==> src/rtl/sensor_drive_pkg.sv <==
// Constants for the linear sensor drive-timing controller.
// Assumes a single 10 MHz clock and synchronous active-high reset.
package sensor_drive_pkg;

	localparam int unsigned CLK_PERIOD_NS     = 100;
	localparam int unsigned DRIVE_ONE_NS      = 400;
	localparam int unsigned DRIVE_TWO_NS      = 5200;
	localparam int unsigned DRIVE_THREE_NS    = 8700;
	localparam int unsigned DRIVE_ONE_CYC     = (DRIVE_ONE_NS + CLK_PERIOD_NS - 1) / CLK_PERIOD_NS;
	localparam int unsigned DRIVE_TWO_CYC     = (DRIVE_TWO_NS + CLK_PERIOD_NS - 1) / CLK_PERIOD_NS;
	localparam int unsigned DRIVE_THREE_CYC   = (DRIVE_THREE_NS + CLK_PERIOD_NS - 1) / CLK_PERIOD_NS;
	localparam int unsigned INTEG_EXTRA_CYC   = 48;

	localparam logic [31:0] PERIOD_MIN        = 32'h0000_09C4;
	localparam logic [31:0] PERIOD_MAX        = 32'hFFFF_FFFF;
	localparam logic [31:0] WIDTH_MIN         = 32'h0000_000A;
	localparam logic [31:0] WIDTH_MARGIN      = 32'h0000_00C8;

	localparam logic [3:0]  ADDR_CTRL         = 4'h0;
	localparam logic [3:0]  ADDR_GAIN         = 4'h1;
	localparam logic [3:0]  ADDR_OFFSET       = 4'h2;
	localparam logic [3:0]  ADDR_WIDTH        = 4'h3;
	localparam logic [3:0]  ADDR_PERIOD       = 4'h4;
	localparam logic [3:0]  ADDR_STATUS       = 4'h5;
	localparam logic [3:0]  ADDR_LINES        = 4'h6;
	localparam logic [3:0]  ADDR_DATA         = 4'h7;

	localparam int unsigned CTRL_MODE_LSB     = 0;
	localparam int unsigned CTRL_START_BIT    = 2;
	localparam int unsigned CTRL_STOP_BIT     = 3;

	localparam logic [5:0]  GAIN_RESET        = 6'h00;
	localparam logic [8:0]  OFFSET_RESET      = 9'h000;
	localparam logic [31:0] WIDTH_RESET       = 32'h0000_0064;
	localparam logic [31:0] PERIOD_RESET      = 32'h0000_09C4;

	typedef enum logic [1:0] {
		MODE_INTERNAL,
		MODE_EDGE,
		MODE_LEVEL,
		MODE_GATE
	} trig_mode_t;

endpackage : sensor_drive_pkg

==> src/rtl/line_fifo.sv <==
// Synchronous FIFO carrying line samples toward the host.
// Assumes one clock; both sides use valid/ready.
`timescale 1ns/1ps
module line_fifo #(
	parameter int unsigned WIDTH = 16,
	parameter int unsigned DEPTH = 8
) (
	input  wire logic             clk,
	input  wire logic             rst,
	input  wire logic [WIDTH-1:0] in_data,
	input  wire logic             in_valid,
	output logic                  in_ready,
	output logic [WIDTH-1:0]      out_data,
	output logic                  out_valid,
	input  wire logic             out_ready
);
	localparam int unsigned AW = $clog2(DEPTH);

	logic [WIDTH-1:0] mem_q [DEPTH];
	logic [AW-1:0]    wr_q;
	logic [AW-1:0]    rd_q;
	logic [AW:0]      cnt_q;
	logic             push;
	logic             pop;

	assign in_ready  = (cnt_q != (AW+1)'(DEPTH));
	assign out_valid = (cnt_q != '0);
	assign out_data  = mem_q[rd_q];
	assign push      = in_valid & in_ready;
	assign pop       = out_valid & out_ready;

	always_ff @(posedge clk) begin
		if (rst) begin
			wr_q  <= '0;
			rd_q  <= '0;
			cnt_q <= '0;
		end else begin
			if (push) begin
				mem_q[wr_q] <= in_data;
				wr_q        <= (wr_q == AW'(DEPTH - 1)) ? '0 : wr_q + 1'b1;
			end
			if (pop) begin
				rd_q <= (rd_q == AW'(DEPTH - 1)) ? '0 : rd_q + 1'b1;
			end
			cnt_q <= cnt_q + (AW+1)'(push) - (AW+1)'(pop);
		end
	end

endmodule : line_fifo

==> src/rtl/sensor_drive.sv <==
// Drive-timing and acquisition controller for a linear image sensor.
// Assumes a 10 MHz clock, trigger input synchronous to it, and a
// register port with read data one cycle after the read strobe.
`timescale 1ns/1ps

////////////////////////////////////////////////////////////////////////////////
// Overview of operation
// - Four trigger modes steer acquisition
// - Six-bit gain code held
// - Gain code resets to zero
// - Nine-bit sign-magnitude offset code held
// - Of the timings, only pulse width and period programmable
// - Integration equals width plus 48 clocks
// - Period exceeds pulse width except in level mode
// - Drive intervals 4, 52, 87 clocks
// - Internal mode starts on Start command
// - Edge mode starts on trigger edges
// - Edge triggers before Start pulse, data not forwarded
// - Period upper limit in internal, gate
// - Period range 2500 to 4294967295
// - Width at least 10, period minus 200
module sensor_drive
	import sensor_drive_pkg::*;
#(
	parameter int unsigned SAMPLE_W = 16,
	parameter int unsigned FIFO_D   = 8
) (
	input  wire logic                clk,
	input  wire logic                rst,
	input  wire logic [3:0]          reg_addr,
	input  wire logic [31:0]         reg_wdata,
	input  wire logic                reg_write,
	input  wire logic                reg_read,
	output logic      [31:0]         reg_rdata,
	input  wire logic                ext_trigger,
	input  wire logic [SAMPLE_W-1:0] adc_sample,
	output logic                     integration_pulse,
	output logic                     drive_interval_one,
	output logic                     drive_interval_two,
	output logic                     drive_interval_three,
	output logic                     sample_strobe,
	output logic [5:0]               gain_code,
	output logic [8:0]               offset_code,
	output logic [31:0]              integration_cycles,
	output logic [SAMPLE_W-1:0]      host_data,
	output logic                     host_valid,
	input  wire logic                host_ready,
	output logic                     overflow
);
	import sensor_drive_pkg::*;

	typedef struct packed {
		trig_mode_t  mode;
		logic        armed;
		logic        running;
		logic        forward;
		logic        trig_prev;
		logic [5:0]  gain;
		logic [8:0]  offset;
		logic [31:0] width;
		logic [31:0] period;
		logic [31:0] cnt;
		logic        pulse;
		logic        ovf;
		logic [31:0] lines;
		logic [31:0] rdata;
	} state_t;

	state_t s_q;
	state_t s_d;

	logic                fifo_in_ready;
	logic [SAMPLE_W-1:0] fifo_out;
	logic                fifo_out_valid;
	logic                pop;
	logic                trig_rise;
	logic                fire;
	logic                period_done;
	logic                gated;
	logic [31:0]         w_lim;
	logic [31:0]         w_eff;
	logic                in_window;

	////////////////////////////////////////////////////////////////////////////
	// Line buffer toward the host
	assign pop = reg_read && reg_addr == ADDR_DATA;

	line_fifo #(
		.WIDTH (SAMPLE_W),
		.DEPTH (FIFO_D)
	) u_fifo (
		.clk       (clk),
		.rst       (rst),
		.in_data   (adc_sample),
		.in_valid  (sample_strobe & s_q.forward),
		.in_ready  (fifo_in_ready),
		.out_data  (fifo_out),
		.out_valid (fifo_out_valid),
		.out_ready (host_ready | pop)
	);

	////////////////////////////////////////////////////////////////////////////
	// Derived timing
	assign trig_rise   = ext_trigger & ~s_q.trig_prev;
	assign gated       = (s_q.mode == MODE_LEVEL) || (s_q.mode == MODE_GATE);
	// Limit the width to period-200 so the pulse ends before the period, except in level mode
	assign w_lim       = (s_q.period > WIDTH_MARGIN) ? s_q.period - WIDTH_MARGIN : WIDTH_MIN;
	assign w_eff       = (s_q.mode != MODE_LEVEL && s_q.width > w_lim) ? w_lim : s_q.width;
	assign period_done = (s_q.cnt >= s_q.period - 32'h1);
	assign in_window   = s_q.pulse || s_q.cnt != '0;

	always_comb begin
		fire = 1'b0;
		case (s_q.mode)
			MODE_INTERNAL: fire = s_q.running && (!in_window || period_done);
			MODE_EDGE:     fire = trig_rise;
			MODE_LEVEL:    fire = ext_trigger && !in_window;
			MODE_GATE:     fire = ext_trigger && (!in_window || period_done);
			default:       fire = 1'b0;
		endcase
	end

	////////////////////////////////////////////////////////////////////////////
	// Next-state logic
	always_comb begin
		s_d           = s_q;
		s_d.trig_prev = ext_trigger;
		s_d.rdata     = '0;

		if (fire) begin
			s_d.cnt     = '0;
			s_d.pulse   = 1'b1;
			// Edge-mode data only after Start
			s_d.forward = (s_q.mode == MODE_EDGE) ? s_q.armed : 1'b1;
			if (s_d.forward) begin
				s_d.lines = s_q.lines + 32'h1;
			end
		end else if (in_window) begin
			s_d.cnt = s_q.cnt + 32'h1;
			if (s_q.pulse && s_q.cnt >= w_eff - 32'h1) begin
				s_d.pulse = 1'b0;
			end
			if (gated && !ext_trigger && s_q.pulse) begin
				s_d.pulse = 1'b0;
			end
			if (s_q.mode != MODE_EDGE && period_done) begin
				s_d.cnt = '0;
			end
			if (s_q.cnt == 32'hFFFF_FFFE) begin
				s_d.cnt = '0;
			end
		end

		if (sample_strobe && s_q.forward && !fifo_in_ready) begin
			s_d.ovf = 1'b1;
		end

		if (reg_write) begin
			case (reg_addr)
				ADDR_CTRL: begin
					s_d.mode = trig_mode_t'(reg_wdata[CTRL_MODE_LSB +: 2]);
					// Edge lines never close by period; leaving edge mode closes them
					if (s_q.mode == MODE_EDGE && s_d.mode != MODE_EDGE) begin
						s_d.cnt   = '0;
						s_d.pulse = 1'b0;
					end
					if (reg_wdata[CTRL_START_BIT]) begin
						s_d.armed   = 1'b1;
						s_d.running = 1'b1;
					end
					if (reg_wdata[CTRL_STOP_BIT]) begin
						s_d.armed   = 1'b0;
						s_d.running = 1'b0;
						s_d.forward = 1'b0;
					end
				end
				ADDR_GAIN:   s_d.gain = reg_wdata[5:0];
				ADDR_OFFSET: s_d.offset = reg_wdata[8:0];
				ADDR_WIDTH: begin
					s_d.width = (reg_wdata < WIDTH_MIN) ? WIDTH_MIN : reg_wdata;
				end
				ADDR_PERIOD: begin
					s_d.period = (reg_wdata < PERIOD_MIN) ? PERIOD_MIN : reg_wdata;
				end
				ADDR_STATUS: begin
					if (reg_wdata[0] && !(sample_strobe && s_q.forward && !fifo_in_ready)) begin
						s_d.ovf = 1'b0;
					end
				end
				default: ;
			endcase
		end

		if (reg_read) begin
			case (reg_addr)
				ADDR_CTRL:   s_d.rdata = {28'h0, s_q.running, 1'b0, 2'(s_q.mode)};
				ADDR_GAIN:   s_d.rdata = {26'h0, s_q.gain};
				ADDR_OFFSET: s_d.rdata = {23'h0, s_q.offset};
				ADDR_WIDTH:  s_d.rdata = s_q.width;
				ADDR_PERIOD: s_d.rdata = s_q.period;
				ADDR_STATUS: s_d.rdata = {28'h0, fifo_out_valid, s_q.forward, s_q.pulse, s_q.ovf};
				ADDR_LINES:  s_d.rdata = s_q.lines;
				ADDR_DATA:   s_d.rdata = {{(32-SAMPLE_W){1'b0}}, fifo_out};
				default:     s_d.rdata = '0;
			endcase
		end
	end

	always_ff @(posedge clk) begin
		if (rst) begin
			s_q        <= '0;
			s_q.mode   <= MODE_INTERNAL;
			s_q.gain   <= GAIN_RESET;
			s_q.offset <= OFFSET_RESET;
			s_q.width  <= WIDTH_RESET;
			s_q.period <= PERIOD_RESET;
		end else begin
			s_q <= s_d;
		end
	end

	////////////////////////////////////////////////////////////////////////////
	// Outputs; drive intervals counted from the pulse rising edge
	assign integration_pulse    = s_q.pulse;
	assign drive_interval_one   = in_window && s_q.cnt < 32'(DRIVE_ONE_CYC);
	assign drive_interval_two   = in_window && s_q.cnt < 32'(DRIVE_TWO_CYC);
	assign drive_interval_three = in_window && s_q.cnt < 32'(DRIVE_THREE_CYC);
	assign sample_strobe        = in_window && !s_q.pulse;
	assign gain_code            = s_q.gain;
	assign offset_code          = s_q.offset;
	assign integration_cycles   = w_eff + 32'(INTEG_EXTRA_CYC);
	assign host_data            = fifo_out;
	assign host_valid           = fifo_out_valid;
	assign overflow             = s_q.ovf;
	assign reg_rdata            = s_q.rdata;
endmodule : sensor_drive

==> config.mk <==
export PLATFORM = sky130hd
export DESIGN_NAME = sensor_drive
export DESIGN_NICKNAME = d
export VERILOG_FILES = /design/src/rtl/sensor_drive_pkg.sv /design/src/rtl/line_fifo.sv /design/src/rtl/sensor_drive.sv
export SDC_FILE = /design/constraint.sdc
export NUM_CORES = 1
export LEC_CHECK = 0
export BUFFER_PORTS_ARGS = -buffer_cell sky130_fd_sc_hd__buf_2
export CELL_PAD_IN_SITES_DETAIL_PLACEMENT = 2
export CELL_PAD_IN_SITES_GLOBAL_PLACEMENT = 2
export CORE_ASPECT_RATIO = 1.5
export CORE_MARGIN = 1
export CORE_UTILIZATION = 39
export DETAILED_ROUTE_END_ITERATION = 6
export GPL_TIMING_DRIVEN = 0
export PLACE_DENSITY_LB_ADDON = 0.1
export SETUP_SLACK_MARGIN = 0.05
export SYNTH_ARGS = -nofsm -noshare
export SYNTH_HDL_FRONTEND = slang
export SYNTH_SLANG_ARGS = --single-unit
export TNS_END_PERCENT = 1
==> constraint.sdc <==
create_clock -name clk -period 9 [get_ports clk]
set_input_delay 0.9 -clock clk [delete_from_list [all_inputs] [get_ports clk]]
set_output_delay 0.9 -clock clk [all_outputs]
set_load 0.005 [all_outputs]
==> metrics.txt, run 1 <==
# TYPE chip_impl_metric gauge
chip_impl_metric{name="drt_pre_antenna_iters",unit=""} 5
chip_impl_metric{name="synth_sequential_area_ratio",unit="%"} 38.8
chip_impl_metric{name="post_synth.cell_area_avg",unit="sq um"} 9.29
chip_impl_metric{name="first_global_vias",unit=""} 20200
chip_impl_metric{name="cts_max_path_bufs",unit=""} 3
chip_impl_metric{name="antenna_violations_before_repair",unit=""} 4
chip_impl_metric{name="top_level_ports",unit=""} 160
chip_impl_info{name="cp_top_family",value="simple AND/OR/NAND/NOR gates"} 1
chip_impl_metric{name="cts_inserted_buffers",unit=""} 35
chip_impl_metric{name="post-route-min-period",unit="ns"} 8.79
chip_impl_info{name="synth_top_flop_cell",value="sky130_fd_sc_hd__dfxtp_1"} 1
chip_impl_metric{name="combPwrFrac",unit="%"} 19.8
chip_impl_metric{name="gp_congestion",unit=""} 0.963
chip_impl_metric{name="fp-row-count",unit=""} 101
chip_impl_metric{name="port_buffers",unit=""} 156
chip_impl_metric{name="yosysWarningCount",unit=""} 0
chip_impl_metric{name="timing.critical_path.depth",unit=""} 28
chip_impl_info{name="cpMaxStageDelayCell",value="sky130_fd_sc_hd__or4b_4"} 1
chip_impl_metric{name="clock_latency",unit="ns"} 0.56
chip_impl_metric{name="netSwitchingPower",unit="mW"} 1.13
chip_impl_metric{name="internal_power",unit="mW"} 2.77
chip_impl_metric{name="grtUsageMet1",unit="%"} 31.7
chip_impl_metric{name="path_clk_slew",unit="ns"} 0.06
chip_impl_metric{name="postLayoutSetupSlackWorst",unit="ns"} 0.214
chip_impl_metric{name="worst-r2r-cell-count",unit=""} 35
chip_impl_metric{name="syn_nets",unit=""} 2328
chip_impl_info{name="most-common-layout-cells",value="sky130_fd_sc_hd__nor2_1 (237), sky130_fd_sc_hd__dfxtp_1 (193), sky130_fd_sc_hd__nand2_1 (172)"} 1
chip_impl_metric{name="power.share.sequential",unit="%"} 40.0
chip_impl_metric{name="max_freq",unit="MHz"} 114
chip_impl_info{name="cts_tree",value="yes"} 1
chip_impl_info{name="clock_tree.root_cell",value="sky130_fd_sc_hd__clkbuf_16"} 1
chip_impl_metric{name="cap_violations",unit=""} 0
chip_impl_metric{name="drc",unit=""} 0
chip_impl_metric{name="core-area",unit="sq um"} 50500
chip_impl_info{name="busiest_layer",value="met2"} 1
chip_impl_metric{name="synthesis.instances",unit=""} 2152
chip_impl_metric{name="number_of_h_tree_levels",unit=""} 2
chip_impl_metric{name="grt_first_pass_wirelength",unit="um"} 127000
chip_impl_metric{name="post_synth_instance_area",unit="sq um"} 20000
chip_impl_metric{name="synth-seq-cells",unit=""} 323
chip_impl_metric{name="clock_power_share",unit="%"} 40.1
chip_impl_metric{name="cp.required",unit="ns"} 8.10
chip_impl_metric{name="hold_path_depth",unit=""} 2
chip_impl_metric{name="worst_slew_margin_rel",unit="%"} 22.1
chip_impl_metric{name="min_period_over_period",unit="%"} 97.6
chip_impl_info{name="rsz0062_at_grt",value="no"} 1
chip_impl_metric{name="wl",unit="um"} 85200
chip_impl_info{name="hold_path.class",value="flop to flop"} 1
chip_impl_metric{name="start_util",unit="%"} 39.5
chip_impl_metric{name="num-nets-final",unit=""} 2545
chip_impl_metric{name="dr.first_iter.drc_count",unit=""} 758
chip_impl_metric{name="critical-path-max-stage-delay",unit="ns"} 0.57
chip_impl_info{name="crit_path_frequent_cell",value="sky130_fd_sc_hd__buf_2"} 1
chip_impl_info{name="critPathCaptureType",value="output pin"} 1
chip_impl_metric{name="timing.clock.skew",unit="ns"} 0.0184
chip_impl_info{name="layout.cells.most_common",value="sky130_fd_sc_hd__nor2_1"} 1
chip_impl_metric{name="grt_remaining_overflow",unit=""} 0
chip_impl_metric{name="irDropWorstVdd",unit="V"} 0.000246
chip_impl_metric{name="layout_cells_sized_above_1",unit="%"} 18.5
chip_impl_metric{name="async_reset_ff_share",unit="%"} 0
chip_impl_metric{name="switching_share",unit="%"} 29.0
chip_impl_metric{name="syn_to_final_growth",unit="%"} 16.9
chip_impl_info{name="result_of_the_run",value="complete, no violations"} 1
chip_impl_metric{name="cts.sinks",unit=""} 323
chip_impl_metric{name="gr_usage_total",unit="%"} 32.6
chip_impl_metric{name="total_number_of_vias",unit=""} 18200
chip_impl_metric{name="power_per_unit_of_standard_cell_area",unit="nW/um^2"} 167
chip_impl_metric{name="place_hpwl",unit="um"} 68000
chip_impl_info{name="timing_worst_setup_path_type",value="flop to output pin"} 1
chip_impl_metric{name="wp_buf_inv",unit=""} 8
chip_impl_metric{name="grt_start_max_net_pins",unit=""} 17
chip_impl_metric{name="synth.distinct_cells",unit=""} 94
chip_impl_metric{name="critPathMaxFanout",unit=""} 10
chip_impl_metric{name="die_h",unit="um"} 279
chip_impl_metric{name="grt_util_met3",unit="%"} 4.05
chip_impl_metric{name="setup-violations-final",unit=""} 0
chip_impl_metric{name="routedWlPerCell",unit="um"} 27.8
chip_impl_metric{name="route.detailed.vias_per_inst",unit=""} 5.93
chip_impl_metric{name="post-place-cells",unit=""} 2982
chip_impl_metric{name="placement.setup.worst_slack",unit="ns"} -3.49
chip_impl_metric{name="grtUsageMet2",unit="%"} 64.5
chip_impl_metric{name="synth_edf_count",unit=""} 128
chip_impl_metric{name="final_cell_count_no_fill",unit=""} 3066
chip_impl_metric{name="timing.final.max_slew_violations",unit=""} 0
chip_impl_metric{name="tightest_slew",unit="ns"} 1.16
chip_impl_metric{name="fp.dieW",unit="um"} 187
chip_impl_info{name="start_kind",value="flop"} 1
chip_impl_metric{name="p_leak",unit="nW"} 8.74
chip_impl_metric{name="die_area",unit="sq um"} 52200
chip_impl_metric{name="fin_hold_viols",unit=""} 0
chip_impl_metric{name="antenna_left",unit=""} 0
chip_impl_metric{name="critical_path_arrival",unit="ns"} 7.89
[logic make-up after synthesis]
family	share of synthesized area, %
and+or+nand+nor	19.2
DFF	38.8
xor gates and xnor gates	6.88
buffers and inverters	5.71
muxes	6.15
AOI/OAI and AO/OA	15.9
adders and majority gates	7.43
[worst paths after layout]
| kind | to | from | slack, ns |
|---|---|---|---|
| hold / removal | reg_rdata[31]$_SDFF_PP0_ | s_q[63]$_SDFFE_PP0P_ | 0.48 |
| setup / recovery | integration_cycles[24] | s_q[120]$_SDFFE_PP0P_ | 0.21 |
| hold reg to reg | reg_rdata[31]$_SDFF_PP0_ | s_q[63]$_SDFFE_PP0P_ | 0.48 |
| setup reg to reg | integration_pulse$_SDFF_PP0_ | s_q[120]$_SDFFE_PP0P_ | 0.22 |
[area by class of cell]
cell class	instances	area (sq um)
flip-flops and latches	323	7750
repair buffers	183	1020
inverters	58	218
well taps	669	837
plain buffers	181	976
multi-input cells	1587	11300
clock buffers	45	955
fillers	5486	27200
clock inverters	17	253
diodes	3	7.51
[timing repair]
item | in CTS | in global routing
gates resized for setup | 54 | 17
pin swaps | 11 | 6
setup buffers | 15 | 7
hold buffers | 0 | 0
hold endpoints to repair | 0 | 0
gates cloned | 0 | 0
setup endpoints to repair | 33 | 6
[flip-flops by register name, indices dropped and copies added, names as in the netlist, named ones only]
name / flops
u_fifo.wr_q: 3
integration_pulse: 1
u_fifo.cnt_q: 4
reg_rdata: 32
s_q: 133
u_fifo.rd_q: 3
overflow: 1
u_fifo.mem_q: 128
gain_code: 6
offset_code: 9
[cells in the mapped netlist, types with 15 or more instances]
library cell | count | share of area (%)
sky130_fd_sc_hd__a21oi_1 | 137 | 3.4
sky130_fd_sc_hd__or3_1 | 29 | 0.91
sky130_fd_sc_hd__mux4_2 | 32 | 3.6
sky130_fd_sc_hd__nand2_1 | 174 | 3.3
sky130_fd_sc_hd__nand4_1 | 37 | 1.2
sky130_fd_sc_hd__xor2_1 | 63 | 2.8
sky130_fd_sc_hd__o21ai_0 | 63 | 1.6
sky130_fd_sc_hd__nand2b_1 | 23 | 0.72
sky130_fd_sc_hd__clkbuf_1 | 104 | 2.0
sky130_fd_sc_hd__a22oi_1 | 89 | 3.3
sky130_fd_sc_hd__mux2_2 | 20 | 1.1
sky130_fd_sc_hd__dfxtp_1 | 195 | 20
sky130_fd_sc_hd__or4_1 | 22 | 0.83
sky130_fd_sc_hd__nand3_1 | 52 | 1.3
sky130_fd_sc_hd__nor4_1 | 43 | 1.3
sky130_fd_sc_hd__nor3_1 | 49 | 1.2
sky130_fd_sc_hd__a21o_1 | 29 | 1.1
sky130_fd_sc_hd__nor2_1 | 240 | 4.5
sky130_fd_sc_hd__o31ai_1 | 23 | 0.86
sky130_fd_sc_hd__ha_1 | 117 | 7.3
sky130_fd_sc_hd__buf_4 | 51 | 1.9
sky130_fd_sc_hd__or2_2 | 15 | 0.47
sky130_fd_sc_hd__edfxtp_1 | 128 | 19
sky130_fd_sc_hd__mux2i_1 | 26 | 1.3
sky130_fd_sc_hd__nor2b_1 | 21 | 0.66
sky130_fd_sc_hd__buf_2 | 15 | 0.38
sky130_fd_sc_hd__inv_1 | 58 | 1.1
sky130_fd_sc_hd__xnor2_1 | 94 | 4.1
[worst min-delay path, stage by stage, from the launching register on]
cell and delay [ns]:
sky130_fd_sc_hd__dfxtp_1 0.32, sky130_fd_sc_hd__nand2_1 0.06, sky130_fd_sc_hd__a21oi_1 0.05
[metal layers]
layer | up-vias | routed length [um]
met5 | - | 25
met4 | 4 | 5550
met3 | 238 | 2790
met2 | 457 | 47000
met1 | 9181 | 29800
li1 | 8299 | -
[power groups by stage]
| stage | clock, mW | sequential [mW] | combinational [mW] |
|---|---|---|---|
| after global placement | 0 | 1.59 | 0.706 |
| final | 1.57 | 1.56 | 0.774 |
| after floorplan | 0 | 1.58 | 0.447 |
| after CTS | 1.60 | 1.56 | 0.767 |
| after detailed placement | 0 | 1.59 | 0.737 |
| after global routing | 1.63 | 1.56 | 0.831 |
[metrics by stage]
stage          instance area (sq um)  TNS, ns  hold WS [ns]  utilization, %  power [mW]
2_1_floorplan                  20000        0         0.440               -        2.03
3_3_place_gp                   21600   -27.29         0.460            42.7        2.30
4_1_cts                        23200        0         0.477            46.0        3.92
3_5_place_dp                   21700   -29.07         0.468            42.9        2.33
6_report                       23400        0         0.476            46.2        3.90
5_1_grt                        23400        0         0.504            46.2        4.03
Note: power is estimated with default switching activity, not from simulation.
==> run 2, diff against run 1 <==
--- a/config.mk
+++ b/config.mk
@@ -14,7 +14,7 @@
 export DETAILED_ROUTE_END_ITERATION = 6
 export GPL_TIMING_DRIVEN = 0
 export PLACE_DENSITY_LB_ADDON = 0.1
-export SETUP_SLACK_MARGIN = 0.05
+export SETUP_SLACK_MARGIN = 0.4
 export SYNTH_ARGS = -nofsm -noshare
 export SYNTH_HDL_FRONTEND = slang
 export SYNTH_SLANG_ARGS = --single-unit
==> metrics.txt, run 2 (same netlist as run 1, synthesis figures left out) <==
# TYPE chip_impl_metric gauge
chip_impl_info{name="result_of_the_run",value="complete, no violations"} 1
chip_impl_metric{name="grt_first_pass_wirelength",unit="um"} 128000
chip_impl_metric{name="dr.first_iter.drc_count",unit=""} 823
chip_impl_metric{name="grt_remaining_overflow",unit=""} 0
chip_impl_metric{name="stdcell_area",unit="sq um"} 23600
chip_impl_metric{name="post-route-min-period",unit="ns"} 8.43
chip_impl_info{name="rsz0062_at_grt",value="no"} 1
chip_impl_metric{name="cts_max_path_bufs",unit=""} 3
chip_impl_info{name="cts_tree",value="yes"} 1
chip_impl_metric{name="total_number_of_vias",unit=""} 18200
chip_impl_metric{name="timing.final.max_slew_violations",unit=""} 0
chip_impl_info{name="cpMaxStageDelayCell",value="sky130_fd_sc_hd__or4_4"} 1
chip_impl_info{name="clock_tree.root_cell",value="sky130_fd_sc_hd__clkbuf_16"} 1
chip_impl_metric{name="layout.core_utilization",unit="%"} 46.6
chip_impl_metric{name="register_area",unit="sq um"} 7750
chip_impl_metric{name="antenna_violations_before_repair",unit=""} 4
chip_impl_metric{name="rrSetupSlack",unit="ns"} 0.57
chip_impl_metric{name="num-fill-cells",unit=""} 5458
chip_impl_metric{name="cp.required",unit="ns"} 9.40
chip_impl_metric{name="drt_pre_antenna_iters",unit=""} 5
chip_impl_metric{name="power.total",unit="mW"} 3.92
chip_impl_metric{name="worst_slew_margin_rel",unit="%"} 15.9
chip_impl_metric{name="routedWlPerCell",unit="um"} 28.0
chip_impl_info{name="hp-start",value="s_q[63]$_SDFFE_PP0P_"} 1
chip_impl_metric{name="multi_input_area",unit="sq um"} 11400
chip_impl_metric{name="fp-row-count",unit=""} 101
chip_impl_metric{name="critPathMaxFanout",unit=""} 10
chip_impl_metric{name="die_area",unit="sq um"} 52200
chip_impl_metric{name="p_leak",unit="nW"} 8.83
chip_impl_metric{name="antenna_left",unit=""} 0
chip_impl_metric{name="route.detailed.vias_per_inst",unit=""} 5.93
chip_impl_metric{name="tightest_slew",unit="ns"} 1.25
chip_impl_metric{name="timing.clock.skew",unit="ns"} 0.0189
chip_impl_metric{name="largest_register_ff_count",unit=""} 133
chip_impl_info{name="hold_path.class",value="flop to flop"} 1
chip_impl_metric{name="die_h",unit="um"} 279
chip_impl_info{name="timing_worst_setup_path_type",value="flop to flop"} 1
chip_impl_info{name="most_flop_heavy_register",value="s_q"} 1
chip_impl_metric{name="top_level_ports",unit=""} 160
chip_impl_metric{name="switching_share",unit="%"} 29.1
chip_impl_metric{name="grt_start_max_net_pins",unit=""} 17
chip_impl_info{name="crit-reg2reg-launch",value="s_q[120]$_SDFFE_PP0P_"} 1
chip_impl_metric{name="clock_power_share",unit="%"} 40.0
chip_impl_metric{name="first_global_vias",unit=""} 20300
chip_impl_metric{name="cap_violations",unit=""} 0
chip_impl_metric{name="core-area",unit="sq um"} 50500
chip_impl_metric{name="gp_congestion",unit=""} 0.963
chip_impl_metric{name="place_hpwl",unit="um"} 68000
chip_impl_metric{name="wl",unit="um"} 86000
chip_impl_metric{name="gr_usage_total",unit="%"} 32.7
chip_impl_metric{name="layout_cells_sized_above_1",unit="%"} 19.4
chip_impl_metric{name="netSwitchingPower",unit="mW"} 1.14
chip_impl_metric{name="path_clk_slew",unit="ns"} 0.06
chip_impl_metric{name="min_period_over_period",unit="%"} 93.6
chip_impl_info{name="layout.cells.most_common",value="sky130_fd_sc_hd__nor2_1"} 1
chip_impl_metric{name="num-nets-final",unit=""} 2557
chip_impl_info{name="crit_path_frequent_cell",value="sky130_fd_sc_hd__buf_8"} 1
chip_impl_metric{name="clock_latency",unit="ns"} 0.56
chip_impl_metric{name="critical_path_arrival",unit="ns"} 8.83
chip_impl_metric{name="start_util",unit="%"} 39.5
chip_impl_metric{name="power_per_unit_of_standard_cell_area",unit="nW/um^2"} 166
chip_impl_metric{name="worst-r2r-cell-count",unit=""} 37
chip_impl_metric{name="syn_to_final_growth",unit="%"} 17.9
chip_impl_metric{name="critical-path-max-stage-delay",unit="ns"} 0.57
chip_impl_metric{name="postLayoutSetupSlackWorst",unit="ns"} 0.572
chip_impl_info{name="hold_path_end",value="reg_rdata[31]$_SDFF_PP0_"} 1
chip_impl_metric{name="drc",unit=""} 0
chip_impl_metric{name="number_of_h_tree_levels",unit=""} 2
chip_impl_metric{name="placement.setup.worst_slack",unit="ns"} -3.49
chip_impl_info{name="reg2reg_to",value="integration_pulse$_SDFF_PP0_"} 1
chip_impl_metric{name="fp.dieW",unit="um"} 187
chip_impl_metric{name="max_freq",unit="MHz"} 119
chip_impl_metric{name="internal_power",unit="mW"} 2.78
chip_impl_info{name="start_kind",value="flop"} 1
chip_impl_metric{name="setup-violations-final",unit=""} 0
chip_impl_info{name="most-common-layout-cells",value="sky130_fd_sc_hd__nor2_1 (235), sky130_fd_sc_hd__dfxtp_1 (195), sky130_fd_sc_hd__nand2_1 (170)"} 1
chip_impl_metric{name="fin_hold_viols",unit=""} 0
chip_impl_metric{name="port_buffers",unit=""} 156
chip_impl_metric{name="power.share.sequential",unit="%"} 39.8
chip_impl_metric{name="cts_inserted_buffers",unit=""} 35
chip_impl_metric{name="combPwrFrac",unit="%"} 20.2
chip_impl_metric{name="cts.sinks",unit=""} 323
chip_impl_metric{name="placed_cell_area",unit="sq um"} 21700
chip_impl_metric{name="irDropWorstVdd",unit="V"} 0.000246
chip_impl_metric{name="sum_neg_setup_slack",unit="ns"} 0
chip_impl_info{name="critPathCaptureType",value="flop"} 1
chip_impl_metric{name="hold_path_depth",unit=""} 2
[run 2: timing repair]
action / CTS / global route
gates resized for setup: 74 / 33
pin swaps: 18 / 16
setup endpoints to repair: 33 / 6
setup buffers: 23 / 7
gates cloned: 1 / 0
hold buffers: 0 / 0
[run 2: worst max-delay path by stage]
stage | from | end | slack (ns) | depth (start not counted)
after global routing | s_q[102]$_SDFFE_PP0P_ | integration_pulse$_SDFF_PP0_ | 0.35 | 41
after CTS | s_q[120]$_SDFFE_PP0P_ | integration_pulse$_SDFF_PP0_ | 0.37 | 40
after global placement | s_q[102]$_SDFFE_PP0P_ | integration_pulse$_SDFF_PP0_ | -3.34 | 36
after detailed placement | s_q[101]$_SDFFE_PP0P_ | integration_pulse$_SDFF_PP0_ | -3.49 | 36
after floorplan | s_q[101]$_SDFFE_PP0P_ | integration_pulse$_SDFF_PP0_ | 1.12 | 39
final | s_q[120]$_SDFFE_PP0P_ | integration_pulse$_SDFF_PP0_ | 0.57 | 37
[run 2: power groups by stage]
| stage | logic (mW) | clock network (mW) | registers (mW) |
|---|---|---|---|
| 2_1_floorplan | 0.447 | 0 | 1.58 |
| 3_5_place_dp | 0.737 | 0 | 1.59 |
| 5_1_grt | 0.848 | 1.63 | 1.56 |
| 3_3_place_gp | 0.706 | 0 | 1.59 |
| 4_1_cts | 0.777 | 1.60 | 1.56 |
| 6_report | 0.791 | 1.57 | 1.56 |
[run 2: area by class of cell]
cell class,count,share of cell area [%]
multi-input combinational,1587,48.5
sequential,323,32.9
timing repair buffer,192,4.60
buffer,184,4.38
clock buffer,45,4.05
tap,669,3.55
clock inverter,17,1.07
inverter,58,0.924
antenna,1,0.0106
[run 2: through the flow]
stage / hold slack, ns / cells
6_report: 0.477 / 3076
5_1_grt: 0.504 / 3076
4_1_cts: 0.477 / 3068
3_5_place_dp: 0.468 / 2982
3_3_place_gp: 0.460 / 2977
2_1_floorplan: 0.440 / 2152
[run 2: routing by layer]
layer | track usage, % | wire length [um]
met1 | 31.5 | 30000
met2 | 64.4 | 47100
met3 | 4.41 | 2890
met4 | 21.1 | 6070
met5 | 0 | 35
[run 2: worst max-delay path, delay by kind of cell (launching register included)]
kind | cells | cell delay, ns
flip-flops | 1 | 0.29
adder cells (fa/ha/maj) | 3 | 0.67
AND/OR/NAND/NOR | 15 | 3.48
buffers and inverters | 8 | 1.37
multiplexers | 1 | 0.14
AO/OA/AOI/OAI | 9 | 2.06
XOR/XNOR | 1 | 0.19
